<file path="src/design/mbc_pkg.sv">
// Behaviour
// - bias field bits 6-4: 0 reference, 1 reference x1.096, 6 supply; 2-5 and 7 reserved.
// - full-scale field bits 1-0: 0 2.75 V, 1 2.5 V, 2 1.375 V; 3 reserved.
// - channel one bit 7 picks input type: 0 microphone, 1 line.
// - channel one bits 6-5: 0 differential, 1 single-ended, 2 density microphone; 3 reserved.
// - channel one bit 4 picks analog coupling: 0 AC, 1 DC.
// - channel one bits 3-2 impedance: 0 2.5k, 1 10k, 2 20k; 3 reserved.
// - channel one register lives at page 0x00 address 0x3C, resets to zero.
// - channel one bit 0 enables auto gain, using the mode from register 108 bit 3.
package mbc_pkg;

    // =========================================================
    // register map
    localparam logic [7:0] MBC_PAGE_CFG = 8'h00;
    localparam logic [7:0] MBC_ADDR_BIAS = 8'h3B;
    localparam logic [7:0] MBC_ADDR_CHAN_ONE = 8'h3C;
    localparam logic [7:0] MBC_RST_BIAS = 8'h00;
    localparam logic [7:0] MBC_RST_CHAN_ONE = 8'h00;
    localparam logic [7:0] MBC_MASK_BIAS = 8'h73;
    localparam logic [7:0] MBC_MASK_CHAN_ONE = 8'hFD;
    localparam logic [7:0] MBC_RD_UNMAPPED = 8'h00;

    // =========================================================
    // field positions
    localparam int MBC_BIAS_LSB = 4;
    localparam int MBC_FSCALE_LSB = 0;
    localparam int MBC_TYPE_BIT = 7;
    localparam int MBC_SRC_LSB = 5;
    localparam int MBC_DC_BIT = 4;
    localparam int MBC_IMP_LSB = 2;
    localparam int MBC_AGC_BIT = 0;

    // =========================================================
    // field codes
    localparam logic [2:0] MBC_BIAS_VREF = 3'h0;
    localparam logic [2:0] MBC_BIAS_BOOST = 3'h1;
    localparam logic [2:0] MBC_BIAS_SUPPLY = 3'h6;
    localparam logic [1:0] MBC_FS_2V75 = 2'h0;
    localparam logic [1:0] MBC_FS_2V5 = 2'h1;
    localparam logic [1:0] MBC_FS_1V375 = 2'h2;
    localparam logic [1:0] MBC_IMP_2K5 = 2'h0;
    localparam logic [1:0] MBC_IMP_10K = 2'h1;
    localparam logic [1:0] MBC_IMP_20K = 2'h2;

    typedef enum logic [1:0] {
        MBC_SRC_DIFF = 2'h0,
        MBC_SRC_SINGLE = 2'h1,
        MBC_SRC_DENSITY = 2'h2,
        MBC_SRC_RSVD = 2'h3
    } mbc_src_t;

endpackage

</file>
<file path="src/design/mbc_cfg_reg.sv">
`timescale 1ns/1ps
`default_nettype none
module mbc_cfg_reg
    import mbc_pkg::*;
#(
    parameter logic [7:0] RESET_VAL = 8'h00,
    parameter logic [7:0] WR_MASK = 8'hFF
) (
    // clock and reset
    input wire logic ref_clk,
    input wire logic rst_n,
    // write side
    input wire logic wr_en,
    input wire logic [7:0] wr_data,
    // stored value
    output logic [7:0] value
);

    typedef struct packed {
        logic [7:0] value_reg;
    } mbc_reg_state_t;

    mbc_reg_state_t st_reg;
    mbc_reg_state_t st_next;

    always_comb begin
        st_next = st_reg;
        if (wr_en) begin
            // reserved lanes keep their reset value
            st_next.value_reg = (wr_data & WR_MASK) | (RESET_VAL & ~WR_MASK);
        end
    end

    always_ff @(posedge ref_clk or negedge rst_n) begin
        if (!rst_n) begin
            st_reg <= '{value_reg: RESET_VAL};
        end else begin
            st_reg <= st_next;
        end
    end

    assign value = st_reg.value_reg;
endmodule
`default_nettype wire

</file>
<file path="src/design/mbc_bias_chan_cfg.sv">
`timescale 1ns/1ps
`default_nettype none
module mbc_bias_chan_cfg
    import mbc_pkg::*;
(
    // clock and reset
    input wire logic ref_clk,
    input wire logic rst_n,
    // register port from the control interface
    input wire logic [7:0] reg_page,
    input wire logic [7:0] reg_addr,
    input wire logic reg_wr_en,
    input wire logic [7:0] reg_wr_data,
    input wire logic reg_rd_en,
    output logic [7:0] reg_rd_data,
    output logic reg_rd_valid,
    // auto gain mode from the gain-control register bank
    input wire logic agc_mode_sel,
    // microphone bias and full-scale controls
    output logic [2:0] mic_bias_level_select,
    output logic bias_from_reference,
    output logic bias_from_boost,
    output logic bias_from_supply,
    output logic [1:0] converter_fullscale_select,
    output logic fullscale_2v75,
    output logic fullscale_2v5,
    output logic fullscale_1v375,
    // channel one controls
    output logic chan_one_input_type,
    output logic [1:0] chan_one_source_select,
    output logic src_analog_diff,
    output logic src_analog_single,
    output logic src_density_mic,
    output logic chan_one_coupling_select,
    output logic dc_coupling_active,
    output logic [1:0] chan_one_impedance_select,
    output logic imp_2k5,
    output logic imp_10k,
    output logic imp_20k,
    output logic chan_one_auto_gain_enable,
    output logic agc_mode_applied,
    output logic cfg_code_reserved
);

    // =========================================================
    // registers
    logic sel_page;
    logic hit_bias;
    logic hit_chan;
    logic [7:0] bias_val;
    logic [7:0] chan_val;

    assign sel_page = (reg_page == MBC_PAGE_CFG);
    assign hit_bias = sel_page && (reg_addr == MBC_ADDR_BIAS);
    assign hit_chan = sel_page && (reg_addr == MBC_ADDR_CHAN_ONE);

    mbc_cfg_reg #(
        .RESET_VAL(MBC_RST_BIAS),
        .WR_MASK(MBC_MASK_BIAS)
    ) u_bias_reg (
        .ref_clk(ref_clk),
        .rst_n(rst_n),
        .wr_en(reg_wr_en && hit_bias),
        .wr_data(reg_wr_data),
        .value(bias_val)
    );

    mbc_cfg_reg #(
        .RESET_VAL(MBC_RST_CHAN_ONE),
        .WR_MASK(MBC_MASK_CHAN_ONE)
    ) u_chan_reg (
        .ref_clk(ref_clk),
        .rst_n(rst_n),
        .wr_en(reg_wr_en && hit_chan),
        .wr_data(reg_wr_data),
        .value(chan_val)
    );

    // =========================================================
    // fields
    logic [2:0] f_bias;
    logic [1:0] f_fs;
    mbc_src_t f_src;
    logic [1:0] f_imp;
    logic f_analog;

    assign f_bias = bias_val[MBC_BIAS_LSB +: 3];
    assign f_fs = bias_val[MBC_FSCALE_LSB +: 2];
    assign f_src = mbc_src_t'(chan_val[MBC_SRC_LSB +: 2]);
    assign f_imp = chan_val[MBC_IMP_LSB +: 2];
    assign f_analog = (f_src == MBC_SRC_DIFF) || (f_src == MBC_SRC_SINGLE);

    // =========================================================
    // state
    typedef struct packed {
        logic [7:0] rd_data;
        logic rd_valid;
        logic b_ref;
        logic b_boost;
        logic b_sup;
        logic fs_a;
        logic fs_b;
        logic fs_c;
        logic s_diff;
        logic s_single;
        logic s_dens;
        logic dc_act;
        logic i_2k5;
        logic i_10k;
        logic i_20k;
        logic agc_mode;
        logic rsvd;
    } mbc_state_t;

    mbc_state_t st_reg;
    mbc_state_t st_next;

    always_comb begin
        st_next = st_reg;
        st_next.rd_valid = reg_rd_en;
        if (reg_rd_en) begin
            if (hit_bias) begin
                st_next.rd_data = bias_val;
            end else if (hit_chan) begin
                st_next.rd_data = chan_val;
            end else begin
                st_next.rd_data = MBC_RD_UNMAPPED;
            end
        end
        // reserved codes select no source at all
        st_next.b_ref = (f_bias == MBC_BIAS_VREF);
        st_next.b_boost = (f_bias == MBC_BIAS_BOOST);
        st_next.b_sup = (f_bias == MBC_BIAS_SUPPLY);
        st_next.fs_a = (f_fs == MBC_FS_2V75);
        st_next.fs_b = (f_fs == MBC_FS_2V5);
        st_next.fs_c = (f_fs == MBC_FS_1V375);
        st_next.s_diff = (f_src == MBC_SRC_DIFF);
        st_next.s_single = (f_src == MBC_SRC_SINGLE);
        st_next.s_dens = (f_src == MBC_SRC_DENSITY);
        // coupling and impedance only steer an analog front end
        st_next.dc_act = f_analog && chan_val[MBC_DC_BIT];
        st_next.i_2k5 = f_analog && (f_imp == MBC_IMP_2K5);
        st_next.i_10k = f_analog && (f_imp == MBC_IMP_10K);
        st_next.i_20k = f_analog && (f_imp == MBC_IMP_20K);
        st_next.agc_mode = chan_val[MBC_AGC_BIT] && agc_mode_sel;
        st_next.rsvd = !(st_next.b_ref || st_next.b_boost || st_next.b_sup)
            || (f_fs == 2'h3) || (f_src == MBC_SRC_RSVD) || (f_imp == 2'h3);
    end

    always_ff @(posedge ref_clk or negedge rst_n) begin
        if (!rst_n) begin
            st_reg <= '{b_ref: 1'b1, fs_a: 1'b1, s_diff: 1'b1, i_2k5: 1'b1, default: '0};
        end else begin
            st_reg <= st_next;
        end
    end

    // =========================================================
    // outputs
    assign reg_rd_data = st_reg.rd_data;
    assign reg_rd_valid = st_reg.rd_valid;
    assign mic_bias_level_select = f_bias;
    assign bias_from_reference = st_reg.b_ref;
    assign bias_from_boost = st_reg.b_boost;
    assign bias_from_supply = st_reg.b_sup;
    assign converter_fullscale_select = f_fs;
    assign fullscale_2v75 = st_reg.fs_a;
    assign fullscale_2v5 = st_reg.fs_b;
    assign fullscale_1v375 = st_reg.fs_c;
    assign chan_one_input_type = chan_val[MBC_TYPE_BIT];
    assign chan_one_source_select = chan_val[MBC_SRC_LSB +: 2];
    assign src_analog_diff = st_reg.s_diff;
    assign src_analog_single = st_reg.s_single;
    assign src_density_mic = st_reg.s_dens;
    assign chan_one_coupling_select = chan_val[MBC_DC_BIT];
    assign dc_coupling_active = st_reg.dc_act;
    assign chan_one_impedance_select = f_imp;
    assign imp_2k5 = st_reg.i_2k5;
    assign imp_10k = st_reg.i_10k;
    assign imp_20k = st_reg.i_20k;
    assign chan_one_auto_gain_enable = chan_val[MBC_AGC_BIT];
    assign agc_mode_applied = st_reg.agc_mode;
    assign cfg_code_reserved = st_reg.rsvd;
endmodule
`default_nettype wire

</file>
<file path="config.mk">
export PLATFORM = sky130hd
export DESIGN_NAME = mbc_bias_chan_cfg
export DESIGN_NICKNAME = d
export VERILOG_FILES = /design/src/design/mbc_pkg.sv /design/src/design/mbc_cfg_reg.sv /design/src/design/mbc_bias_chan_cfg.sv
export SDC_FILE = /design/constraint.sdc
export NUM_CORES = 1
export LEC_CHECK = 0
export BUFFER_PORTS_ARGS = -buffer_cell sky130_fd_sc_hd__buf_2
export CORE_MARGIN = 4
export CORE_UTILIZATION = 48
export CTS_BUF_LIST = sky130_fd_sc_hd__clkbuf_8
export CTS_CLUSTER_DIAMETER = 120
export CTS_CLUSTER_SIZE = 14
export DETAILED_ROUTE_END_ITERATION = 8
export HOLD_SLACK_MARGIN = 0.1
export PLACE_DENSITY = 0.81
export RECOVER_POWER = 50
export SLEW_MARGIN = 5
export SYNTH_ARGS = -nofsm -noshare
export SYNTH_HDL_FRONTEND = slang
export SYNTH_HIERARCHICAL = 1
export SYNTH_SLANG_ARGS = --single-unit
</file>
<file path="constraint.sdc">
create_clock -name ref_clk -period 1.5 [get_ports ref_clk]
set_clock_uncertainty 0.2 [all_clocks]
set_input_delay 0.225 -clock ref_clk [delete_from_list [all_inputs] [get_ports ref_clk]]
set_output_delay 0.225 -clock ref_clk [all_outputs]
set_load 0.05 [all_outputs]
</file>
---- Word level (Yosys, flattened, before mapping) ----
Cells that the tools add are included.
word-level totals
  bits in registers ....................... 36
  input port bits ......................... 29
  word-level logic and storage cells ...... 55
cells by class
  eq/ne operators ......................... 13
  mux-type cells .......................... 2
  reductions and logical operators ........ 21
operators by type and width
  cell                  count
  $eq A8 B6 Y1 const B  2
  $mux W8               2
  $eq A2 B2 Y1 const B  6
  $logic_and A1 B1 Y1   9
  $logic_not A8 Y1      1
  $eq A2 B1 Y1 const B  3
  $logic_not A2 Y1      3
  $logic_or A1 B1 Y1    6
  $eq A3 B1 Y1 const B  1
  $eq A3 B3 Y1 const B  1
  $logic_not A3 Y1      1
  $logic_not A1 Y1      1

---- Logic depth before layout (Yosys ltp) ----
  depth after elaboration ................. 7
  depth in mapped cells ................... 5
  mapped depth without buffers ............ 4

---- Hierarchy ----
Netlist, hierarchy kept.
modules (own cells, without submodules)
  module                     times used  cells an instance  area each (sq um)  sequential area each (sq um)
  mbc_bias_chan_cfg          1           80                 984.7              605.6
  mbc_cfg_reg at u_chan_reg  1           17                 302.8              175.2
  mbc_cfg_reg at u_bias_reg  1           14                 207.7              125.1

---- Worst setup path before layout ----
No wires, ideal clock.
  kind .................................... input port to flip-flop
  start ................................... input port reg_page[1]
  end ..................................... register u_bias_reg.st_reg (netlist bit u_bias_reg/value[0])
  library setup time ...................... 0.125 ns
  arrival time ............................ 1.358 ns
  required time ........................... 1.175 ns
  slack ................................... -0.182 ns
  cell stages on the path ................. 4
  buffers on the path ..................... 0
  cells stage by stage .................... nor4_4 > nand4_1 > nor2b_1 > mux2_2
between the ends
  cells in the longest elaborated chain, start to end .. 3
ends and longest elaborated chain
  item                    RTL line                 text
  start: declaration      mbc_bias_chan_cfg.sv:10  input wire logic [7:0] reg_page,
  $logic_not A8 Y1        mbc_bias_chan_cfg.sv:53  assign sel_page = (reg_page == MBC_PAGE_CFG);
  $logic_and A1 B1 Y1     mbc_bias_chan_cfg.sv:54  assign hit_bias = sel_page && (reg_addr == MBC_ADDR_BIAS);
  $logic_and A1 B1 Y1     mbc_bias_chan_cfg.sv:63  .wr_en(reg_wr_en && hit_bias),
  end signal: assignment  mbc_cfg_reg.sv:36        st_reg <= '{value_reg: RESET_VAL};
  end signal: assignment  mbc_cfg_reg.sv:38        st_reg <= st_next;
  end: declaration        mbc_cfg_reg.sv:23        mbc_reg_state_t st_reg;
Every way passes these cells.
A chain may end at the register's enable or synchronous reset.

---- Final worst setup path ----
  start ................................... input port reg_page[1]
  end ..................................... register u_chan_reg.st_reg (netlist bit u_chan_reg/value[2])
between the ends
  cells in the longest elaborated chain, start to end .. 3
ends and longest elaborated chain
  item                    RTL line                 text
  $logic_not A8 Y1        mbc_bias_chan_cfg.sv:53
  $logic_and A1 B1 Y1     mbc_bias_chan_cfg.sv:55  assign hit_chan = sel_page && (reg_addr == MBC_ADDR_CHAN_ONE);
  $logic_and A1 B1 Y1     mbc_bias_chan_cfg.sv:74  .wr_en(reg_wr_en && hit_chan),
  end signal: assignment  mbc_cfg_reg.sv:36
  end signal: assignment  mbc_cfg_reg.sv:38
  end: declaration        mbc_cfg_reg.sv:23
Every way passes these cells.

==> impl_results.md <==
* Worst setup path startpoint: reg_page[1]
* Placement Cell Area at 0.00191 sq mm
* Total chip power at 1.94 mW
* Outcome: finished with violations
* Worst Path Required at 1.47 ns
* Pleak at 1.13 nW
* TritonCTS clock tree: yes
* Leading cell type by number of instances after synthesis: sky130_fd_sc_hd__dfrtp_1
* Cell area power density at 884 mW/mm^2
* Antenna Violating Nets Remaining at 0
* Total number of yosys warnings at 6
* Class of the worst hold path: in2reg
* Cell depth of the worst flop-to-flop path at 2
* 1st-pass router iterations at 4
* Grt total ovfl at 0
* Final routed wire length divided by cell count at 15.0 um
* Number of I/O pins at 65
* Global-route wire length before repair at 5760 um
* Post-synth top area cell: sky130_fd_sc_hd__dfrtp_1
* Core region area at 0.00288 sq mm
* Die Span Y at 63.8 um
* Final Hold Vio Count at 0
* Finish-stage setup viols at 6
* Async set-reset flop share out of synthesis at 1.00
* Number of design rule violations left after detail routing at 0
* Peak per-stage delay on the critical path at 0.31 ns
* Fin. max-slew vios at 0
* Register clock-pin slew on the reported worst setup and hold paths at 0.07 ns
* Starting Density at 0.520
* Count of unique library cells instantiated by Yosys at 27
* Final weighted congestion in routability-driven placement at 0.763
* Highest-delay cell along the critical path: sky130_fd_sc_hd__mux2_4
* TritonCTS sink count at 36
* Via count of the routed design at 1248
* Maximum fanout along the worst path at 6
* Cell Area, Synth at 0.00150 sq mm
* Most used flip-flop cell after synthesis: sky130_fd_sc_hd__dfrtp_1
* Worst-case register-to-register setup slack at 0.17 ns
* Iteration-0 DRC count of the detailed router at 26
* Arr. time, crit path at 1.48 ns
* Peak ir drop on the vdd network at 464 uV
* Failing checks: setup timing
* Number of max-cap violations at 0
* Final design area excluding fillers at 0.00219 sq mm
* Vias in the first global route at 1241
* Count of nets after finishing at 228
* Synth top area share at 0.536
* Horizontal extent of the die at 63.8 um
* Number of antenna diodes at 0
* Number of gates on the worst path with buffers counted at 6
* Critical path buffer and inverter count at 2
* Number of enable flip-flop cells after synthesis at 0
* Peak clock frequency supported by timing at 661 MHz
* Buffer depth of the longest clock path at 2
* Setup crit start kind: primary input
* H-tree depth at 2
* Post-layout minimum cycle time at 1.51 ns
* Leading post-synthesis cells by cell area: sky130_fd_sc_hd__dfrtp_1, sky130_fd_sc_hd__dfstp_2, sky130_fd_sc_hd__mux2_4, sky130_fd_sc_hd__a22oi_1, sky130_fd_sc_hd__o31ai_1
* Family of cells with the greatest summed delay on the critical path: simple AND/OR/NAND/NOR gates
* Source of the worst register-to-register timing path: u_chan_reg/value[6]$_DFFE_PN0P_
* Cells along the critical path: buf_6 -> nor4_4 -> nand4_1 -> nor2b_1 -> buf_4 -> mux2_4
* Flip-flop and latch count after synthesis at 36
* Endpoint type of the worst setup path: register
* Standard-cell row count at 19
* Startpoint-to-endpoint class of the critical path: in2reg
* Clock buffer count from CTS at 5
* Post-Syn Area per Cell at 13.5 sq um
* Quantity of I/O buffers inserted on ports at 64
* Via/cell ratio at 5.16
* Portion of the post-synthesis area used by sequential elements at 0.606
* Area enclosed by the die boundary at 0.00407 sq mm
* Number of flip-flops in the largest register at 8
* Hpwl dp at 2560 um
* Pin count of the biggest net entering global routing at 37
* Depth of the worst hold-timing path at 4
* Post-synthesis instance total at 111
* Hold_sp: reg_page[3]
* Setup Total Neg Slack at -0.0597 ns
* Clock network latency to the later pin of the worst-skew pair at 0.29 ns
* Root Buffer Master: sky130_fd_sc_hd__clkbuf_8
* RSZ-0062 raised after global routing: yes
* PnR worst setup slack at -0.0117 ns
* Antenna violations before repair at 0
* Overall routing resource usage at 0.185
* Fraction of layout instances using a drive strength above 1 at 0.535
* Area added between synthesis and finish at 46.7%
* Wire length after detailed routing at 3620 um
* Final period utilization at 1.01
* Most numerous cell types in the synthesized netlist: sky130_fd_sc_hd__dfrtp_1, sky130_fd_sc_hd__a22oi_1, sky130_fd_sc_hd__nand2_1, sky130_fd_sc_hd__o31ai_1
==> worst min-delay path, stage by stage <==
cell and delay (ns):
sky130_fd_sc_hd__buf_6 0.07, sky130_fd_sc_hd__nor3_1 0.05, sky130_fd_sc_hd__nand4_4 0.16, sky130_fd_sc_hd__o31ai_1 0.09
==> where the power goes <==
group	internal (mW)	switching [mW]
Combinational	0.0695	0.0691
Sequential	0.973	0.000516
Clock	0.491	0.336
==> metal layers <==
metal	track usage	wire [um]	vias up
met1	0.211	1340	612
met4	0.0647	50	0
li1	-	-	567
met5	0	0	-
met2	0.316	1900	62
met3	0.0701	338	7
==> stage by stage <==
| stage | cells | hold slack, ns | util | worst slack, ns |
|---|---|---|---|---|
| 2_1_floorplan | 113 | -0.271 | - | -0.133 |
| 3_3_place_gp | 220 | -0.00572 | 0.664 | -0.273 |
| 5_1_grt | 242 | 0.144 | 0.763 | -0.0953 |
| 6_report | 242 | 0.154 | 0.763 | -0.0117 |
| 4_1_cts | 240 | 0.174 | 0.746 | 0.000656 |
| 3_5_place_dp | 220 | -0.000850 | 0.664 | -0.352 |
==> placed cells by master, fill, tap and decap left out, drive strengths merged <==
cell,Yosys,layout
a22oi,8,8
dfstp,4,4
clkinvlp,0,3
mux2,12,12
nor2,4,4
dfrtp,32,32
a222oi,1,1
nor4,1,1
nor3,3,3
conb,2,4
nor4b,1,1
o21ai,1,1
nand2,8,8
dlygate4sd3,0,11
bufinv,0,1
clkbuf,2,16
o31ai,8,8
clkinv,0,1
and2,2,2
and4b,1,1
and3b,2,2
buf,6,64
nand4,2,2
nor2b,7,7
nor3b,3,3
==> final timing paths <==
| path | endpoint |
|---|---|
| worst max-delay path | u_chan_reg/value[2]$_DFFE_PN0P_ |
| worst min-delay path | reg_rd_data[3]$_DFFE_PN0P_ |
| worst max register to register | cfg_code_reserved$_DFF_PN0_ |
| worst min register to register | reg_rd_data[7]$_DFFE_PN0P_ |
| max in group asynchronous | bias_from_reference$_DFF_PN1_ |
| min in group asynchronous | src_analog_single$_DFF_PN0_ |
==> layout make-up <==
| cell class | count | area [sq um] |
|---|---|---|
| Sequential cell | 36 | 908 |
| Tap cell | 42 | 52.6 |
| Timing Repair inverter | 1 | 7.51 |
| Clock buffer | 5 | 68.8 |
| Clock inverter | 3 | 42.5 |
| Inverter | 1 | 7.51 |
| Timing Repair Buffer | 86 | 553 |
| Multi-Input combinational cell | 68 | 553 |
| Fill cell | 184 | 683 |
==> cells by family after synthesis <==
family                 after synthesis  synth area share
buffers and inverters                9            0.0377
other                                2           0.00502
flip-flops                          36             0.606
AO/OA/AOI/OAI                       18            0.0904
AND/OR/NAND/NOR                     34             0.153
multiplexers                        12             0.108
==> repair_timing <==
| item | in CTS | in global routing |
|---|---|---|
| resized for setup | 1 | 20 |
| pin swaps | 2 | 3 |
| hold buffers | 11 | 0 |
| endpoints found under the setup margin | 10 | 28 |
| gates cloned | 0 | 1 |
| setup buffers | 1 | 1 |
| hold endpoints to repair | 50 | 0 |
Power figures use the tool's default switching activity.
